===== src/iodc_map.vh =====
// Register map, field layout and reset values of the integer output divider control.
`ifndef IODC_MAP_VH
`define IODC_MAP_VH
`define IODC_OFS_RATIO     3'h0
`define IODC_OFS_PHASE     3'h4
`define IODC_RATIO_W       25
`define IODC_PHASE_W       9
`define IODC_LANES         4
`define IODC_LANE_W        8
`define IODC_LANE_TOP      3
`define IODC_LANE_PHASE    1
`define IODC_SYNC_STAGES   3
`define IODC_BIT_RESET     1'b0
`define IODC_READ_RESET    32'h00000000
`define IODC_RESP_OKAY     2'h0
`define IODC_BIT_PD        31
`define IODC_BIT_DIS       30
`define IODC_BIT_RST       29
`define IODC_RATIO_MSB     24
`define IODC_RATIO_RESET   25'h0000064
`define IODC_BIT_NOW       15
`define IODC_BIT_ON_SYNC   14
`define IODC_PHASE_MSB     8
`define IODC_PHASE_RESET   9'h000
`endif


===== src/iodc_ctrl.v =====
// Register bank and apply logic of the integer output divider control.
`timescale 1ns/1ps
`include "iodc_map.vh"

// Three-stage synchroniser for a level from the oscillator domain, with a rising-edge pulse.
module iodc_sync (
  input  wire clk,
  input  wire rst_n,
  input  wire pin_in,
  output wire rise
);
  localparam STAGES = `IODC_SYNC_STAGES;

  reg  [STAGES-1:0] stage_reg;
  reg  [STAGES-1:0] stage_next;
  reg               stable_reg;
  reg               stable_next;
  wire              agree;

  // A change counts only once the second and third stages hold the same level.
  assign agree = (stage_reg[1] == stage_reg[2]);
  assign rise  = agree & stage_reg[2] & ~stable_reg;

  always @* begin
    stage_next  = {stage_reg[STAGES-2:0], pin_in};
    stable_next = stable_reg;
    if (agree) begin
      stable_next = stage_reg[2];
    end
  end

  always @(posedge clk) begin
    if (!rst_n) begin
      stage_reg  <= {STAGES{1'b0}};
      stable_reg <= `IODC_BIT_RESET;
    end else begin
      stage_reg  <= stage_next;
      stable_reg <= stable_next;
    end
  end
endmodule

// Register bank of one integer output divider, reached over Avalon-MM with one wait cycle.
module iodc_ctrl #(
  parameter RATIO_W = `IODC_RATIO_W,
  parameter PHASE_W = `IODC_PHASE_W
) (
  input  wire               clk,
  input  wire               rst_n,
  input  wire [2:0]         avs_address,
  input  wire               avs_read,
  input  wire               avs_write,
  input  wire [31:0]        avs_writedata,
  input  wire [3:0]         avs_byteenable,
  output reg  [31:0]        avs_readdata,
  output wire               avs_waitrequest,
  output wire [1:0]         avs_response,
  input  wire               div_sync,
  input  wire               phase_done,
  output wire               divider_power_down,
  output wire               divider_disable,
  output wire               divider_reset,
  output reg  [RATIO_W-1:0] div_ratio,
  output reg                ratio_load,
  output reg  [PHASE_W-1:0] phase_offset,
  output reg                phase_apply,
  output wire               phase_busy
);
  localparam [1:0] TRIG_IDLE = 2'h1;
  localparam [1:0] TRIG_BUSY = 2'h2;

  reg                ack_reg;
  reg                ack_next;

  reg                pd_reg;
  reg                pd_next;
  reg                dis_reg;
  reg                dis_next;
  reg                rst_reg;
  reg                rst_next;
  reg  [RATIO_W-1:0] ratio_reg;
  reg  [RATIO_W-1:0] ratio_next;
  reg  [RATIO_W-1:0] div_ratio_next;
  reg                ratio_load_next;

  reg  [PHASE_W-1:0] phase_reg;
  reg  [PHASE_W-1:0] phase_next;
  reg  [PHASE_W-1:0] phase_offset_next;
  reg                on_sync_reg;
  reg                on_sync_next;
  reg                phase_apply_next;
  reg  [1:0]         trig_state_reg;
  reg  [1:0]         trig_state_next;

  reg  [31:0]        ratio_word;
  reg  [31:0]        phase_word;
  reg  [31:0]        readdata_next;
  wire [31:0]        ratio_merge;
  wire [31:0]        phase_merge;
  wire               hit_ratio;
  wire               hit_phase;
  wire               rd_first;
  wire               wr_commit;
  wire               ratio_commit;
  wire               ratio_top;
  wire               phase_commit;
  wire               phase_top;
  wire               trig_write;
  wire               trig_fire;
  wire               sync_rise;
  wire               done_rise;

  // Merges the enabled byte lanes of a write into the word that software reads back.
  function [31:0] lane_merge;
    input [31:0] old_word;
    input [31:0] new_word;
    input [3:0]  lanes;
    integer      i;
    begin
      lane_merge = old_word;
      for (i = 0; i < `IODC_LANES; i = i + 1) begin
        if (lanes[i]) begin
          lane_merge[i*`IODC_LANE_W +: `IODC_LANE_W] = new_word[i*`IODC_LANE_W +: `IODC_LANE_W];
        end
      end
    end
  endfunction

  function word_hit;
    input [2:0] addr;
    input [2:0] offset;
    begin
      word_hit = (addr == offset);
    end
  endfunction

  assign hit_ratio    = word_hit(avs_address, `IODC_OFS_RATIO);
  assign hit_phase    = word_hit(avs_address, `IODC_OFS_PHASE);
  // Reads are looked up in the first cycle; writes land in the cycle waitrequest is low.
  assign rd_first     = avs_read & ~ack_reg;
  assign wr_commit    = avs_write & ack_reg;
  assign ratio_commit = wr_commit & hit_ratio;
  assign ratio_top    = ratio_commit & avs_byteenable[`IODC_LANE_TOP];
  assign phase_commit = wr_commit & hit_phase;
  assign phase_top    = phase_commit & avs_byteenable[`IODC_LANE_PHASE];
  assign ratio_merge  = lane_merge(ratio_word, avs_writedata, avs_byteenable);
  assign phase_merge  = lane_merge(phase_word, avs_writedata, avs_byteenable);
  assign trig_write   = phase_top & avs_writedata[`IODC_BIT_NOW];
  // A one written while busy counts only if the finish arrives in the same cycle.
  assign trig_fire    = trig_write & ((trig_state_reg == TRIG_IDLE) | done_rise);

  assign avs_waitrequest    = (avs_read | avs_write) & ~ack_reg;
  assign avs_response       = `IODC_RESP_OKAY;
  assign divider_power_down = pd_reg;
  assign divider_disable    = dis_reg;
  assign divider_reset      = rst_reg;
  assign phase_busy         = (trig_state_reg == TRIG_BUSY);

  iodc_sync sync_of_div (
    .clk    (clk),
    .rst_n  (rst_n),
    .pin_in (div_sync),
    .rise   (sync_rise)
  );

  iodc_sync sync_of_done (
    .clk    (clk),
    .rst_n  (rst_n),
    .pin_in (phase_done),
    .rise   (done_rise)
  );

  // Every access is answered one cycle after it is presented.
  always @* begin
    ack_next = (avs_read | avs_write) & ~ack_reg;
  end

  always @(posedge clk) begin
    if (!rst_n) begin
      ack_reg <= `IODC_BIT_RESET;
    end else begin
      ack_reg <= ack_next;
    end
  end

  always @* begin
    pd_next  = pd_reg;
    dis_next = dis_reg;
    rst_next = rst_reg;
    if (ratio_commit) begin
      pd_next  = ratio_merge[`IODC_BIT_PD];
      dis_next = ratio_merge[`IODC_BIT_DIS];
      rst_next = ratio_merge[`IODC_BIT_RST];
    end
  end

  always @* begin
    ratio_next      = ratio_reg;
    div_ratio_next  = div_ratio;
    ratio_load_next = 1'b0;
    if (ratio_commit) begin
      // Lower lanes are only stored; the divider keeps its ratio until the top lane comes.
      ratio_next = ratio_merge[`IODC_RATIO_MSB:0];
    end
    if (ratio_top) begin
      div_ratio_next  = ratio_merge[`IODC_RATIO_MSB:0];
      ratio_load_next = 1'b1;
    end
  end

  always @(posedge clk) begin
    if (!rst_n) begin
      pd_reg  <= `IODC_BIT_RESET;
      dis_reg <= `IODC_BIT_RESET;
      rst_reg <= `IODC_BIT_RESET;
    end else begin
      pd_reg  <= pd_next;
      dis_reg <= dis_next;
      rst_reg <= rst_next;
    end
  end

  always @(posedge clk) begin
    if (!rst_n) begin
      ratio_reg  <= `IODC_RATIO_RESET;
      div_ratio  <= `IODC_RATIO_RESET;
      ratio_load <= `IODC_BIT_RESET;
    end else begin
      ratio_reg  <= ratio_next;
      div_ratio  <= div_ratio_next;
      ratio_load <= ratio_load_next;
    end
  end

  always @* begin
    phase_next   = phase_reg;
    on_sync_next = on_sync_reg;
    if (phase_commit) begin
      phase_next   = phase_merge[`IODC_PHASE_MSB:0];
      on_sync_next = phase_merge[`IODC_BIT_ON_SYNC];
    end
  end

  always @* begin
    phase_offset_next = phase_offset;
    if (phase_top) begin
      // Signed offset in oscillator periods, handed over whole.
      phase_offset_next = phase_merge[`IODC_PHASE_MSB:0];
    end
  end

  always @* begin
    phase_apply_next = 1'b0;
    if (sync_rise && on_sync_reg) begin
      phase_apply_next = 1'b1;
    end
    if (trig_fire) begin
      phase_apply_next = 1'b1;
    end
  end

  always @(posedge clk) begin
    if (!rst_n) begin
      phase_reg   <= `IODC_PHASE_RESET;
      on_sync_reg <= `IODC_BIT_RESET;
    end else begin
      phase_reg   <= phase_next;
      on_sync_reg <= on_sync_next;
    end
  end

  always @(posedge clk) begin
    if (!rst_n) begin
      phase_offset <= `IODC_PHASE_RESET;
      phase_apply  <= `IODC_BIT_RESET;
    end else begin
      phase_offset <= phase_offset_next;
      phase_apply  <= phase_apply_next;
    end
  end

  // Trigger bit: set by writing one, cleared when the adjustment reports it has finished.
  always @* begin
    trig_state_next = trig_state_reg;
    case (trig_state_reg)
      TRIG_IDLE: begin
        if (trig_fire) begin
          trig_state_next = TRIG_BUSY;
        end
      end
      TRIG_BUSY: begin
        if (done_rise && !trig_fire) begin
          trig_state_next = TRIG_IDLE;
        end
      end
      default: begin
        trig_state_next = TRIG_IDLE;
      end
    endcase
  end

  always @(posedge clk) begin
    if (!rst_n) begin
      trig_state_reg <= TRIG_IDLE;
    end else begin
      trig_state_reg <= trig_state_next;
    end
  end

  // Reserved fields stay zero in both words, so writes to them have no effect.
  always @* begin
    ratio_word                    = `IODC_READ_RESET;
    ratio_word[`IODC_BIT_PD]      = pd_reg;
    ratio_word[`IODC_BIT_DIS]     = dis_reg;
    ratio_word[`IODC_BIT_RST]     = rst_reg;
    ratio_word[`IODC_RATIO_MSB:0] = ratio_reg;
  end

  always @* begin
    phase_word                    = `IODC_READ_RESET;
    phase_word[`IODC_BIT_NOW]     = phase_busy;
    phase_word[`IODC_BIT_ON_SYNC] = on_sync_reg;
    phase_word[`IODC_PHASE_MSB:0] = phase_reg;
  end

  // Read data is fetched in the wait cycle and stands while waitrequest is low.
  always @* begin
    readdata_next = avs_readdata;
    if (rd_first) begin
      readdata_next = `IODC_READ_RESET;
      if (hit_ratio) begin
        readdata_next = ratio_word;
      end else if (hit_phase) begin
        readdata_next = phase_word;
      end
    end
  end

  always @(posedge clk) begin
    if (!rst_n) begin
      avs_readdata <= `IODC_READ_RESET;
    end else begin
      avs_readdata <= readdata_next;
    end
  end
endmodule


===== config.mk =====
export PLATFORM = sky130hd
export DESIGN_NAME = iodc_ctrl
export DESIGN_NICKNAME = d
export VERILOG_FILES = /design/src/iodc_ctrl.v
export VERILOG_INCLUDE_DIRS = /design/src /design/src/src
export SDC_FILE = /design/constraint.sdc
export NUM_CORES = 1
export LEC_CHECK = 0
export BUFFER_PORTS_ARGS = -buffer_cell sky130_fd_sc_hd__buf_2
export CAP_MARGIN = 25
export CORE_MARGIN = 5
export CORE_UTILIZATION = 50
export CTS_BUF_LIST = sky130_fd_sc_hd__clkbuf_8
export DETAILED_ROUTE_END_ITERATION = 16
export MAX_ROUTING_LAYER = met4
export PLACE_DENSITY = 0.76
export SLEW_MARGIN = 25
export SYNTH_ARGS = -nofsm -noshare
export SYNTH_HDL_FRONTEND = slang
export SYNTH_SLANG_ARGS = --single-unit

===== constraint.sdc =====
create_clock -name clk -period 1.4 [get_ports clk]
set_input_delay 0.28 -clock clk [delete_from_list [all_inputs] [get_ports clk]]
set_output_delay 0.28 -clock clk [all_outputs]
set_load 0.05 [all_outputs]

==> run_results.csv <==
group,metric,value,unit
finish,nets,677,
power_and_ir_drop,peakVddDrop,0.5366,mV
logic_synthesis,cell_with_the_most_instances_after_synthesis,"sky130_fd_sc_hd__dfxtp_1",
critical_path,critPathArrivalTime,1.12,ns
die,num_rows,36,
finish,syn_to_final_growth,26.98,%
route,wirelength,12740,microns
placement,place.detailed.hpwl,9233,microns
grt,globalRoute.totalOverflow,0,
cts,holdBufCountCts,0,
grt,first_pass_grt_wire_length,20350,microns
grt,grt_pass1_vias,4208,
grt,grt.total_usage,22.90,%
die,dieHeight,108.6,microns
power_and_ir_drop,netSwitchingFraction,23.54,%
critical_path,reg2reg_from,"ack_reg",
finish,stdcell_area,6172,sq um
finish,final_util,64.03,%
logic_synthesis,synth_top_cells_by_area,"sky130_fd_sc_hd__dfxtp_1, sky130_fd_sc_hd__mux2i_1, sky130_fd_sc_hd__nand2_1, sky130_fd_sc_hd__a21oi_1, sky130_fd_sc_hd__a211oi_2",
placement,place.gp.congestion,0.8436,
finish,layout-drive-gt1-share,35.10,%
sta,setup-violations-final,0,
cts,clock_insertion_delay_worst_skew,0.42,ns
route,route.detailed.vias_per_inst,5.394,
grt,antenna_found_initial,0,
logic_synthesis,postSynthAreaPerCell,9.702,sq um
logic_synthesis,syn-instance-count,501,
power_and_ir_drop,powerDensity,1122,nW/um^2
cts,cts.reportedPaths.clkPinSlew,0.06,ns
power_and_ir_drop,pwr-share-comb,9.2,%
logic_synthesis,yosysWarningCount,0,
cts,clock_sinks,113,
cts,cts_made_buffers,17,
power_and_ir_drop,cell_internal_pwr,5.297,mW
critical_path,rrSetupSlack,0.05,ns
cts,ctsLongestPathBuffers,2,
die,floorplan.initialDensity,50.43,%
critical_path,crit_type,"reg -> out",
hold_path,worst_hold_startpoint,"div_sync",
power_and_ir_drop,pwr-share-clk,43.8,%
die,core-area,9639,sq um
power_and_ir_drop,net-switching-power,1.631,mW
critical_path,critPathLaunchType,"flop",
logic_synthesis,post-synth-top-area-fraction,46.54,%
power_and_ir_drop,seqPwrFrac,47.0,%
logic_synthesis,synth_flop_cell,"sky130_fd_sc_hd__dfxtp_1",
route,ant_nets,0,
logic_synthesis,synth_area,4861,sq um
critical_path,timing.critical_path.to_type,"output port",
route,drt_first_pass_iters,4,
sta,grt_setup_unrepaired,"true",
cts,clock_tree.htree_level_count,4,
critical_path,critical_path_startpoint,"ack_reg",
logic_synthesis,synth-edff-count,0,
die,die-area,11790,sq um
logic_synthesis,netlist_top_cells_count,"sky130_fd_sc_hd__dfxtp_1, sky130_fd_sc_hd__nand2_1, sky130_fd_sc_hd__mux2i_1",
logic_synthesis,synth.distinct_cells,41,
die,fp.dieW,108.6,microns
route,wire_per_inst,16.46,microns
route,drt_first_iter_violations,196,
die,io-pin-count,120,
critical_path,critical_path_peak_fanout,2,
hold_path,worst_hold_path_type,"in -> reg",
sta,report.final.hold_viol_count,0,
cts,cts-root-buf,"sky130_fd_sc_hd__clkbuf_8",
logic_synthesis,synthDominantAreaCellType,"sky130_fd_sc_hd__dfxtp_1",
cts,tritoncts,"done",
finish,largest_reg_flops,28,
placement,postPlaceCellArea,5648,sq um
sta,clock.fmax,0.7147,GHz
sta,period_minus_slack,1.399,ns
critical_path,required,1.12,ns
route,drc,0,
outcome,run_status,"completed",
finish,antenna-diode-count,0,
sta,clock-skew-final,0.007422,ns
grt,grt_max_degree,32,
flow_run,max_cap_violations,0,
logic_synthesis,postSynthRegisterBits,113,
route,num_vias,4175,
logic_synthesis,postSynth.asyncResetShare,0,%
sta,drv_slew,0,
logic_synthesis,synth.yosys.seq_area_share,46.54,%
placement,portBuffers,109,
power_and_ir_drop,total_leakage_power,2.657,nW
sta,min_period_over_period,99.94,%
[layout by cell type, fill, tap and decap left out, types with 2 or more instances in the layout]
cell type                   count
sky130_fd_sc_hd__nand3_1       21
sky130_fd_sc_hd__buf_6          4
sky130_fd_sc_hd__a22oi_2        2
sky130_fd_sc_hd__ha_1           2
sky130_fd_sc_hd__dfxtp_2        2
sky130_fd_sc_hd__nand2_1       77
sky130_fd_sc_hd__a211oi_2      17
sky130_fd_sc_hd__and4_1         2
sky130_fd_sc_hd__buf_8          2
sky130_fd_sc_hd__mux2i_1       69
sky130_fd_sc_hd__nand2b_1       3
sky130_fd_sc_hd__clkbuf_8      23
sky130_fd_sc_hd__clkinv_2       3
sky130_fd_sc_hd__a211oi_1      12
sky130_fd_sc_hd__o21ai_0        8
sky130_fd_sc_hd__buf_4         36
sky130_fd_sc_hd__nor2_4         2
sky130_fd_sc_hd__a21oi_1       52
sky130_fd_sc_hd__buf_2        106
sky130_fd_sc_hd__a22oi_1        8
sky130_fd_sc_hd__mux2_2        10
sky130_fd_sc_hd__o211ai_1       3
sky130_fd_sc_hd__inv_1          2
sky130_fd_sc_hd__conb_1         6
sky130_fd_sc_hd__dfxtp_1      111
sky130_fd_sc_hd__bufinv_16      2
sky130_fd_sc_hd__buf_12         5
sky130_fd_sc_hd__nor2_1        21
sky130_fd_sc_hd__and2_1         7
[through the flow]
stage                     total power, mW   TNS [ns]  hold WS [ns]  cells  worst slack [ns]
after floorplan                     3.721          0        0.4073    506            0.1099
after global routing                7.205    -0.2909       0.04917    774          -0.04554
final                               6.928          0       0.06842    774         0.0008529
after global placement              3.912     -1.196        0.4214    739          -0.05753
after CTS                           6.952  -0.008245       0.05145    772         -0.008245
after detailed placement            3.924     -2.325        0.4271    739          -0.09336
[final cells by class]
type	count	area (sq um)
tap	133	166.4
timing repair buffer	154	983.4
sequential	113	2265
fill	784	3467
clock buffer	23	316.6
clock inverter	7	82.58
inverter	1	3.754
multi-input combinational	343	2355
[worst paths after layout]
kind / to / depth (start not counted)
max: avs_waitrequest / 3
min: sync_of_div.stage_reg[0] / 2
max reg2reg: avs_readdata[2] / 6
min reg2reg: sync_of_done.stage_reg[1] / 1
[per-layer routing]
metal / track usage, % / vias up / routed length [microns]
met3: 6.209 / 24 / 844
li1: - / 2014 / -
met1: 26.68 / 1989 / 5308
met5: - / - / 0
met2: 37.42 / 148 / 6329
met4: 9.288 / 0 / 258
[what timing repair did]
action / CTS / global route
endpoints found under the hold margin: 0 / 0
buffers inserted: 3 / 1
gates cloned: 0 / 1
pin swaps: 1 / 2
endpoints found under the setup margin: 2 / 35
gates resized for setup: 9 / 17
[cell families (layout without fill, tap and decap cells)]
group / Yosys count / in the layout / synth area share, %
AND/OR/NAND/NOR: 148 / 148 / 14.29
AO/OA/AOI/OAI: 108 / 108 / 15.32
adder cells (fa/ha/maj): 2 / 2 / 0.5147
other: 1 / 6 / 0.07715
buffers and inverters: 50 / 185 / 6.744
multiplexers: 79 / 79 / 16.53
flip-flops: 113 / 113 / 46.54
[critical path, stage by stage, from the launching register on]
cell,delay [ns]
sky130_fd_sc_hd__dfxtp_2,0.32
sky130_fd_sc_hd__buf_6,0.12
sky130_fd_sc_hd__nor2_4,0.10
sky130_fd_sc_hd__buf_8,0.15
[power by group through the flow]
stage	registers [mW]	logic, mW	clock network (mW)
after CTS	3.26	0.615	3.08
after floorplan	3.36	0.359	0
after global placement	3.33	0.586	0
after global routing	3.26	0.681	3.27
after detailed placement	3.33	0.597	0
final	3.26	0.636	3.03
Power figures use the tool's default switching activity.
